**config.mk**
```make
export PLATFORM = sky130hd
export DESIGN_NAME = boundary_scan_test_port
export DESIGN_NICKNAME = d
export VERILOG_FILES = /design/src/core/boundary_scan_test_port.v /design/src/core/tap_state_machine.v
export VERILOG_INCLUDE_DIRS = /design/src /design/src/core
export SDC_FILE = /design/constraint.sdc
export NUM_CORES = 1
export LEC_CHECK = 0
export ABC_AREA = 1
export BUFFER_PORTS_ARGS = -buffer_cell sky130_fd_sc_hd__buf_2
export CORE_MARGIN = 3
export CORE_UTILIZATION = 50
export DETAILED_ROUTE_END_ITERATION = 10
export GPL_TIMING_DRIVEN = 0
export PLACE_DENSITY_LB_ADDON = 0.1
export SLEW_MARGIN = 5
export SYNTH_ARGS = -nofsm -noshare
export SYNTH_HDL_FRONTEND = slang
export SYNTH_SLANG_ARGS = --single-unit
```
**constraint.sdc**
```tcl
create_clock -name clk -period 1.52 [get_ports clk]
set_input_delay 0.304 -clock clk [delete_from_list [all_inputs] [get_ports clk]]
set_output_delay 0.304 -clock clk [all_outputs]
set_load 0.005 [all_outputs]
```
**src/core/tap_regs.vh**
```
// What this block does
// standard boundary-scan test port behaviour provided
// host scans only outside configuration; the port takes scans during configuration too, config io then aborts it
// pins undriven until configured, inputs tolerated; extest and clamp drive the boundary pattern before configuration too
// scan chain rewrites pin standards anytime
// pll bits in chain only before configuration
// sample captures pins, preload stores pattern
// extest drives pattern, captures input pins
// bypass is one stage tdi to tdo
// usercode shifts 32-bit user code out
// idcode shifts identification value out
// highz selects bypass, floats every pin
// clamp selects bypass, holds boundary levels
// reconfig instruction pulses internal reconfiguration request
// config io sets standards, aborts configuration
// in-circuit configuration data accepted through port
// analyzer instructions monitor internals; sample shared
// instruction register is ten bits
// idcode version, part, maker, lsb one
// bus hold overrides forced high impedance
// sixteen-state controller, instruction at update-ir
`ifndef TAP_REGS_VH
`define TAP_REGS_VH

// ----------------------------------------------------------------
// controller states
// ----------------------------------------------------------------
`define ST_RESET     4'h0
`define ST_IDLE      4'h1
`define ST_SEL_DR    4'h2
`define ST_CAP_DR    4'h3
`define ST_SHIFT_DR  4'h4
`define ST_EX1_DR    4'h5
`define ST_PAUSE_DR  4'h6
`define ST_EX2_DR    4'h7
`define ST_UPD_DR    4'h8
`define ST_SEL_IR    4'h9
`define ST_CAP_IR    4'ha
`define ST_SHIFT_IR  4'hb
`define ST_EX1_IR    4'hc
`define ST_PAUSE_IR  4'hd
`define ST_EX2_IR    4'he
`define ST_UPD_IR    4'hf

// ----------------------------------------------------------------
// instruction codes
// ----------------------------------------------------------------
`define IR_LEN        10
`define IR_CAPTURE    10'h001
`define IR_EXTEST     10'h000
`define IR_SAMPLE     10'h005
`define IR_IDCODE     10'h006
`define IR_USERCODE   10'h007
`define IR_CLAMP      10'h00a
`define IR_HIGHZ      10'h00b
`define IR_ICR        10'h00c
`define IR_RECONFIG   10'h001
`define IR_CONFIG_IO  10'h00d
`define IR_ANALYZER   10'h00e
`define IR_BYPASS     10'h3ff

// ----------------------------------------------------------------
// data register sizes and identification
// ----------------------------------------------------------------
`define NUM_PINS      4
`define PLL_BITS      4
`define ANA_BITS      8
`define BSR_CORE_LEN  6'd12
`define BSR_FULL_LEN  6'd16
`define LEN_ONE       6'd1
`define LEN_WORD      6'd32
`define LEN_IOSTD     6'd4
`define LEN_ANA       6'd8
// identification fields: arbitrary neutral values
`define ID_VERSION    4'h0
`define ID_PART       16'h1234
`define ID_MAKER      11'h055

`endif

```
**src/core/boundary_scan_test_port.v**
```verilog
`timescale 1ns/1ps
`include "tap_regs.vh"
module boundary_scan_test_port (
   input  wire                    clk,
   input  wire                    resetn,
   input  wire                    tck,
   input  wire                    tms,
   input  wire                    tdi,
   output reg                     tdo_ff,
   output reg                     tdo_oe_ff,
   input  wire [`NUM_PINS-1:0]    pin_in,
   input  wire [`NUM_PINS-1:0]    core_out,
   input  wire [`NUM_PINS-1:0]    core_oe,
   input  wire [`NUM_PINS-1:0]    hold_en,
   output reg  [`NUM_PINS-1:0]    pad_out_ff,
   output reg  [`NUM_PINS-1:0]    pad_oe_ff,
   output reg  [`NUM_PINS-1:0]    pad_keep_ff,
   output reg  [`NUM_PINS-1:0]    io_std_ff,
   output reg  [`PLL_BITS-1:0]    pll_cfg_ff,
   input  wire                    config_done,
   input  wire                    config_busy,
   input  wire [31:0]             user_code,
   output reg                     reconfig_pulse_ff,
   output reg                     config_abort_ff,
   output reg                     cfg_bit_ff,
   output reg                     cfg_bit_valid_ff,
   input  wire [`ANA_BITS-1:0]    ana_probe,
   output reg  [`ANA_BITS-1:0]    ana_ctrl_ff
);
   localparam SW = 3 + `NUM_PINS;

   // ----------------------------------------------------------------
   // pin synchronisers
   // ----------------------------------------------------------------
   // three stages; a change is taken once stages two and three agree,
   // which also rejects single-sample glitches on the test clock
   reg  [SW-1:0] sync1_ff;
   reg  [SW-1:0] sync2_ff;
   reg  [SW-1:0] sync3_ff;
   reg  [SW-1:0] filt_ff;
   wire [SW-1:0] agree     = ~(sync2_ff ^ sync3_ff);
   wire [SW-1:0] nxt_filt  = (agree & sync3_ff) | (~agree & filt_ff);

   always @(posedge clk) begin
      if (!resetn) begin
         sync1_ff <= {SW{1'b0}};
         sync2_ff <= {SW{1'b0}};
         sync3_ff <= {SW{1'b0}};
         filt_ff  <= {SW{1'b0}};
      end else begin
         sync1_ff <= {pin_in, tdi, tms, tck};
         sync2_ff <= sync1_ff;
         sync3_ff <= sync2_ff;
         filt_ff  <= nxt_filt;
      end
   end

   wire                 tck_rise = nxt_filt[0] & ~filt_ff[0];
   wire                 tck_fall = ~nxt_filt[0] & filt_ff[0];
   wire                 tms_s    = filt_ff[1];
   wire                 tdi_s    = filt_ff[2];
   wire [`NUM_PINS-1:0] pins_s   = filt_ff[SW-1:3];

   // ----------------------------------------------------------------
   // controller
   // ----------------------------------------------------------------
   wire [3:0] state;

   tap_state_machine u_fsm (
      .clk      (clk),
      .resetn   (resetn),
      .tck_rise (tck_rise),
      .tms      (tms_s),
      .state_ff (state)
   );

   // ----------------------------------------------------------------
   // instruction register
   // ----------------------------------------------------------------
   reg [`IR_LEN-1:0] ir_sh_ff;
   reg [`IR_LEN-1:0] ir_ff;

   always @(posedge clk) begin
      if (!resetn) begin
         ir_sh_ff <= `IR_CAPTURE;
         ir_ff    <= `IR_IDCODE;
      end else begin
         if (tck_rise && state == `ST_CAP_IR)
            ir_sh_ff <= `IR_CAPTURE;
         else if (tck_rise && state == `ST_SHIFT_IR)
            ir_sh_ff <= {tdi_s, ir_sh_ff[`IR_LEN-1:1]};
         if (state == `ST_RESET)
            ir_ff <= `IR_IDCODE;
         else if (tck_fall && state == `ST_UPD_IR)
            ir_ff <= ir_sh_ff;
      end
   end

   wire is_extest = (ir_ff == `IR_EXTEST);
   wire is_sample = (ir_ff == `IR_SAMPLE);
   wire is_clamp  = (ir_ff == `IR_CLAMP);
   wire is_highz  = (ir_ff == `IR_HIGHZ);
   wire is_id     = (ir_ff == `IR_IDCODE);
   wire is_user   = (ir_ff == `IR_USERCODE);
   wire is_icr    = (ir_ff == `IR_ICR);
   wire is_cfgio  = (ir_ff == `IR_CONFIG_IO);
   wire is_ana    = (ir_ff == `IR_ANALYZER);
   wire is_bsr    = is_extest | is_sample;

   // ----------------------------------------------------------------
   // data register path
   // ----------------------------------------------------------------
   // one shared shifter; its live length follows the instruction, so
   // every register shifts in at its own top bit
   reg [5:0]  dr_len;
   reg [31:0] dr_ff;
   reg [31:0] top_mask;
   reg [31:0] cap_val;

   always @* begin
      if (is_bsr)
         dr_len = config_done ? `BSR_CORE_LEN : `BSR_FULL_LEN;
      else if (is_id || is_user)
         dr_len = `LEN_WORD;
      else if (is_cfgio)
         dr_len = `LEN_IOSTD;
      else if (is_ana)
         dr_len = `LEN_ANA;
      else
         dr_len = `LEN_ONE;
      top_mask = 32'h0000_0001 << (dr_len - 6'd1);
   end

   // per pin: boundary cells (input, output, enable) and the pad drive
   reg  [3*`NUM_PINS-1:0] bsr_upd_ff;
   wire [3*`NUM_PINS-1:0] bsr_cells;
   wire [`NUM_PINS-1:0]   nxt_out;
   wire [`NUM_PINS-1:0]   nxt_oe;
   wire [31:0]            bsr_cap = {16'h0000, pll_cfg_ff, bsr_cells};
   genvar                 g;

   generate
      for (g = 0; g < `NUM_PINS; g = g + 1) begin : g_pin
         assign bsr_cells[3*g]   = pins_s[g];
         assign bsr_cells[3*g+1] = core_out[g];
         assign bsr_cells[3*g+2] = core_oe[g];
         // forced modes apply whatever the configuration state; otherwise
         // the user drives only after configuration
         assign nxt_out[g] = (is_extest | is_clamp) ? bsr_upd_ff[3*g+1] :
                             (is_highz ? 1'b0 : core_out[g]);
         assign nxt_oe[g]  = (is_extest | is_clamp) ? bsr_upd_ff[3*g+2] :
                             (is_highz ? 1'b0 : (core_oe[g] & config_done));
      end
   endgenerate

   always @* begin
      if (is_bsr)
         cap_val = bsr_cap;
      else if (is_id)
         cap_val = {`ID_VERSION, `ID_PART, `ID_MAKER, 1'b1};
      else if (is_user)
         cap_val = user_code;
      else if (is_cfgio)
         cap_val = {28'h0000000, io_std_ff};
      else if (is_ana)
         cap_val = {24'h000000, ana_probe};
      else
         cap_val = 32'h0000_0000;
   end

   wire [31:0] shifted = {tdi_s, dr_ff[31:1]};
   wire [31:0] nxt_dr  = (shifted & ~top_mask) | ({32{tdi_s}} & top_mask);

   always @(posedge clk) begin
      if (!resetn) begin
         dr_ff            <= 32'h0000_0000;
         bsr_upd_ff       <= {3*`NUM_PINS{1'b0}};
         pll_cfg_ff       <= {`PLL_BITS{1'b0}};
         io_std_ff        <= {`NUM_PINS{1'b0}};
         ana_ctrl_ff      <= {`ANA_BITS{1'b0}};
         cfg_bit_ff       <= 1'b0;
         cfg_bit_valid_ff <= 1'b0;
      end else begin
         cfg_bit_valid_ff <= 1'b0;
         if (tck_rise && state == `ST_CAP_DR)
            dr_ff <= cap_val;
         else if (tck_rise && state == `ST_SHIFT_DR) begin
            dr_ff <= nxt_dr;
            if (is_icr) begin
               cfg_bit_ff       <= tdi_s;
               cfg_bit_valid_ff <= 1'b1;
            end
         end
         if (tck_fall && state == `ST_UPD_DR) begin
            if (is_bsr) begin
               bsr_upd_ff <= dr_ff[3*`NUM_PINS-1:0];
               if (!config_done)
                  pll_cfg_ff <= dr_ff[15:12];
            end
            if (is_cfgio)
               io_std_ff <= dr_ff[`NUM_PINS-1:0];
            if (is_ana)
               ana_ctrl_ff <= dr_ff[`ANA_BITS-1:0];
         end
      end
   end

   // ----------------------------------------------------------------
   // test data out
   // ----------------------------------------------------------------
   // changes on the falling test clock so the host samples it just before the next fall
   always @(posedge clk) begin
      if (!resetn) begin
         tdo_ff    <= 1'b0;
         tdo_oe_ff <= 1'b0;
      end else if (tck_fall) begin
         tdo_ff    <= (state == `ST_SHIFT_IR) ? ir_sh_ff[0] : dr_ff[0];
         tdo_oe_ff <= (state == `ST_SHIFT_IR) || (state == `ST_SHIFT_DR);
      end
   end

   // ----------------------------------------------------------------
   // configuration side effects
   // ----------------------------------------------------------------
   wire ir_load = tck_fall && (state == `ST_UPD_IR);

   always @(posedge clk) begin
      if (!resetn) begin
         reconfig_pulse_ff <= 1'b0;
         config_abort_ff   <= 1'b0;
      end else begin
         reconfig_pulse_ff <= ir_load && (ir_sh_ff == `IR_RECONFIG);
         config_abort_ff   <= ir_load && (ir_sh_ff == `IR_CONFIG_IO) && config_busy;
      end
   end

   // ----------------------------------------------------------------
   // pad control
   // ----------------------------------------------------------------
   wire forced = is_extest | is_clamp | is_highz;

   always @(posedge clk) begin
      if (!resetn) begin
         pad_out_ff  <= {`NUM_PINS{1'b0}};
         pad_oe_ff   <= {`NUM_PINS{1'b0}};
         pad_keep_ff <= {`NUM_PINS{1'b0}};
      end else begin
         pad_out_ff  <= nxt_out;
         pad_oe_ff   <= nxt_oe;
         pad_keep_ff <= hold_en & ~nxt_oe & {`NUM_PINS{forced}};
      end
   end
endmodule // boundary_scan_test_port

```
**src/core/tap_state_machine.v**
```verilog
`timescale 1ns/1ps
`include "tap_regs.vh"
module tap_state_machine (
   input  wire       clk,
   input  wire       resetn,
   input  wire       tck_rise,
   input  wire       tms,
   output reg  [3:0] state_ff
);
   localparam RESET = `ST_RESET, IDLE = `ST_IDLE, SEL_DR = `ST_SEL_DR, CAP_DR = `ST_CAP_DR;
   localparam SH_DR = `ST_SHIFT_DR, EX1_DR = `ST_EX1_DR, PA_DR = `ST_PAUSE_DR, EX2_DR = `ST_EX2_DR;
   localparam UP_DR = `ST_UPD_DR, SEL_IR = `ST_SEL_IR, CAP_IR = `ST_CAP_IR, SH_IR = `ST_SHIFT_IR;
   localparam EX1_IR = `ST_EX1_IR, PA_IR = `ST_PAUSE_IR, EX2_IR = `ST_EX2_IR, UP_IR = `ST_UPD_IR;

   reg [3:0] nxt_state;

   // standard sixteen-state walk
   always @* begin
      case (state_ff)
         RESET:   nxt_state = tms ? RESET  : IDLE;
         IDLE:    nxt_state = tms ? SEL_DR : IDLE;
         SEL_DR:  nxt_state = tms ? SEL_IR : CAP_DR;
         CAP_DR:  nxt_state = tms ? EX1_DR : SH_DR;
         SH_DR:   nxt_state = tms ? EX1_DR : SH_DR;
         EX1_DR:  nxt_state = tms ? UP_DR  : PA_DR;
         PA_DR:   nxt_state = tms ? EX2_DR : PA_DR;
         EX2_DR:  nxt_state = tms ? UP_DR  : SH_DR;
         UP_DR:   nxt_state = tms ? SEL_DR : IDLE;
         SEL_IR:  nxt_state = tms ? RESET  : CAP_IR;
         CAP_IR:  nxt_state = tms ? EX1_IR : SH_IR;
         SH_IR:   nxt_state = tms ? EX1_IR : SH_IR;
         EX1_IR:  nxt_state = tms ? UP_IR  : PA_IR;
         PA_IR:   nxt_state = tms ? EX2_IR : PA_IR;
         EX2_IR:  nxt_state = tms ? UP_IR  : SH_IR;
         UP_IR:   nxt_state = tms ? SEL_DR : IDLE;
         default: nxt_state = RESET;
      endcase
   end

   always @(posedge clk) begin
      if (!resetn)
         state_ff <= RESET;
      else if (tck_rise)
         state_ff <= nxt_state;
   end
endmodule // tap_state_machine

```
==> summary.md <==
The areal power density over the cells works out to 953 mW/mm2. Slowest library cell on the worst path: dfxtp_2. The type of the worst setup path was reg2reg.

Clock tree synthesis found a total of 126 sinks. The later pin in the worst-skew pair is clocked with a latency of 540 ps. Across all layers, the routed design uses 6176 vias. Dividing the detail-routed wire length by the instance count gives 16.7 um. The clock passes through at most 2 buffers. The launching element type of the critical path is a register. Synthesis produced a netlist whose cell count is 764.

The met2 wirelength from detailed routing was 8.58 mm. The ratio of cells with drive above 1 in the final layout was 0.378; the global placer's final weighted congestion was 0.906. For the remaining antenna violation count after routing, the log shows 0.

Setup repair after global routing could not meet its margin everywhere. Measured along the y axis, the die boundary spans 112 um. On the final layout, the worst clock skew is 7.24 ps. The switching fraction of total power is 0.220, and the starting utilization of the core area is 0.515.

The share of synthesized area occupied by flip-flops and latches came out at 0.450. Leaving out fill and tap cells, the most frequent cell in the layout is nand2_1. The biggest cell delay along the critical path is 330 ps, and the signal arrival time at the worst endpoint is 2130 ps.

The level count of the clock H-tree was 4; the synthesized-area fraction occupied by ao, oa, aoi and oai cells was 0.203. The checks that failed: setup timing. The wire-length estimate of the detail-placed layout is 11.4 mm. The number of different library cells in the post-synthesis netlist came out at 32. Overall power consumption after layout is estimated at 7.73 mW. 0 antenna diodes ended up in the layout. The tools report the total count of hold-check failures in the final report as 0. In the routed design, unresolved DRC markers number 0.

The tools report the highest clock frequency the design can meet as 0.608 GHz. The xor/xnor cell area share of the yosys netlist was 0. Top layer reached by signal wires: met4. The cell internal power dissipation is 6.03 mW, and the worst-margin pin slew is 727 ps.

The multiplexer share of the synthesized area came out at 0. Area of the mapped netlist: 0.00561 mm2. The cell that appears most often on the critical path is nor2_4. Walking the worst path, the cells encountered are nor2_4 > nand3_2 > nor2_4 > nor2_4 > buf_6 > buf_12 > buf_6 > o22ai_2 > nand2_1 > nand3_1 > nand2_1 > inv_1.

The area growth from synthesis to layout is 44.8%. Along the worst path, the maximum fanout reaches 6. Clock power share: 0.533. In the final routing, the length of wire on met1 measures 7.37 mm.

The logs give 5740 for the number of global-route vias before repair and 0.00626 mm2 for the post-detailed-placement cell area. The post-synthesis share of cell area spent on full adders, half adders and majority gates works out to 0. The run gives 0.035 as the logic gate share of total power. The floorplan has 38 rows.

In this run the tool buffered the top-level ports with 95 buffer cells. The worst setup path is captured at a register. The analysis attributes to cell leakage a power of 3.52 nW.

Clock-pin slew was measured on the worst setup and hold paths at 60 ps. Net switching power: 1.70 mW. The combinational family with the most area after synthesis was simple AND/OR/NAND/NOR gates. The total area inside the core boundary comes to 0.0109 mm2. For the cell area after layout, the log shows 0.00811 mm2.

The first global-routing pass estimated 28.0 mm of wire. Counting every net in the synthesized netlist gives 827. The die covers 0.0125 mm2. The logs give 0 for the number of antenna violations at the first check in global routing and 97 for the number of top-level pins.

Entering global routing, the biggest net connects 17 pins. For the final sum of negative setup slack, the log shows -2720 ps. The number of warnings issued by yosys came out at 0. Path class of the lowest-slack min-delay path: in2reg.

The run gives 0.280 as the aggregate global-route resource usage. The top cell types in the final layout, fill and taps aside, are nand2_1, dfxtp_1, buf_2. Met3 wirelength from detailed routing: 1.67 mm. The overall die width was 112 um.

The final standard cell utilization of the core came out at 0.745. The root buffer cell was clkbuf_8. The number of max-capacitance violations reported was 0; the number of setup violations in the final report was 60. In the routed layout, each cell is associated on average with a via count of 5.61. After the last flow step, the layout net total stands at 1011.

The tools report the overall routed net length as 18.4 mm. After global routing the overflow that remains totals 0. Number of buffers added by the clock tree synthesis step: 17. The fraction of the mapped netlist area in simple logic gates is 0.253. The run finished, with violations left. The detailed router finished its first iteration with 640 violations. The post-placement setup slack is -542 ps, and the flop and latch count out of synthesis is 126. The relative slew slack came out at 0.515.

The length of the first detailed-routing pass in iterations was 6; the mean area per synthesized cell was 7.34 um2. The worst setup slack after layout was -125 ps; the post-route minimum period was 1650 ps. Data on the critical path is required at its endpoint by 2010 ps. The logs give 945 uV for the worst ir drop on vdd and 0.433 for the part of the total power dissipated in sequential elements. The run gives 0 as the count of pins over their slew limit. The share of the cycle needed by the critical path after routing came out at 1.08. TritonCTS built the clock tree.
## flip-flops by register name, indices dropped and copies added, names as in the netlist, 4 cells and up, named ones only
name,flops
ana_ctrl_ff,8
bsr_upd_ff,8
dr_ff,32
io_std_ff,4
ir_ff,10
ir_sh_ff,10
pad_keep_ff,4
pad_oe_ff,4
pad_out_ff,4
pll_cfg_ff,4
sync1_ff,7
sync2_ff,7
sync3_ff,7
u_fsm.state_ff,4
## final timing paths
kind | from | to | slack (ps) | depth (start not counted)
worst max-delay path | ir_ff[9]$_SDFFE_PP0P_ | dr_ff[15]$_SDFFE_PN0P_ | -130 | 12
worst min-delay path | user_code[25] | dr_ff[25]$_SDFFE_PN0P_ | 20 | 3
worst max register to register | ir_ff[9]$_SDFFE_PP0P_ | dr_ff[15]$_SDFFE_PN0P_ | -130 | 12
worst min register to register | sync1_ff[4]$_SDFF_PN0_ | sync2_ff[4]$_SDFF_PN0_ | 410 | 2
## worst max-delay path, delay by kind of cell, from the launching register on
kind / cells / cell delay [ps]
AND/OR/NAND/NOR: 7 / 760
buffers and inverters: 4 / 400
flip-flops: 1 / 330
AO/OA/AOI/OAI: 1 / 110
## cells by family after synthesis
kind of cell           after synthesis
flip-flops                         126
buffers and inverters              122
AND/OR/NAND/NOR                    302
AO/OA/AOI/OAI                      214
## layout make-up
type	instances	area [um2]
timing repair buffer	168	1170
clock buffer	19	442
buffer	28	226
fill	811	2770
multi-input combinational	516	3000
tap	140	175
clock inverter	13	165
inverter	91	384
sequential	126	2550
## cell usage after synthesis
cell type,count,area share
o21ai_0,60,0.054
nand3_1,61,0.054
nor2_2,9,0.010
nand4_1,3,0.0033
a21oi_4,1,0.0029
inv_2,15,0.010
and2_1,2,0.0022
buf_1,1,0.00067
buf_4,2,0.0027
o2111ai_1,1,0.0016
inv_1,74,0.050
a21oi_1,90,0.080
dfxtp_1,126,0.45
inv_4,2,0.0022
a21oi_2,3,0.0047
nand2_2,6,0.0067
clkbuf_1,16,0.011
nand2_4,3,0.0060
nor3_1,5,0.0045
buf_6,7,0.014
o22ai_1,2,0.0022
o211ai_1,14,0.019
buf_2,5,0.0045
nor2_8,1,0.0036
nor2_4,9,0.018
nor2_1,56,0.037
nand2_1,140,0.094
o21ai_1,41,0.037
nand3_4,1,0.0031
nor4_1,2,0.0022
a31oi_1,2,0.0022
nor3_2,4,0.0071
## routing by layer
layer / GRT usage / vias to the layer above
met5: 0 / -
met4: 0.157 / 0
met3: 0.0750 / 84
met2: 0.449 / 319
met1: 0.342 / 2864
li1: - / 2909
## what timing repair did
item	4_1_cts	5_1_grt
hold endpoints to repair	8	0
gates resized for setup	89	126
setup endpoints to repair	89	91
gates cloned	7	1
hold buffers	8	0
buffers inserted	41	18
pin swaps	22	41
## power groups by stage
stage	combinational (mW)	sequential, mW	clock [mW]
3_5_place_dp	0.224	3.42	0
2_1_floorplan	0.0824	3.42	0
3_3_place_gp	0.221	3.42	0
5_1_grt	0.290	3.35	4.31
6_report	0.267	3.35	4.12
4_1_cts	0.248	3.35	4.12
## stage by stage
stage / hold WS (ps) / cells
finish: 19.5 / 1101
global route: 5.37 / 1101
CTS: 1.68 / 1085
detailed placement: 399 / 999
global placement: 395 / 999
floorplan: 390 / 764
(Power assumes the default switching activity.)
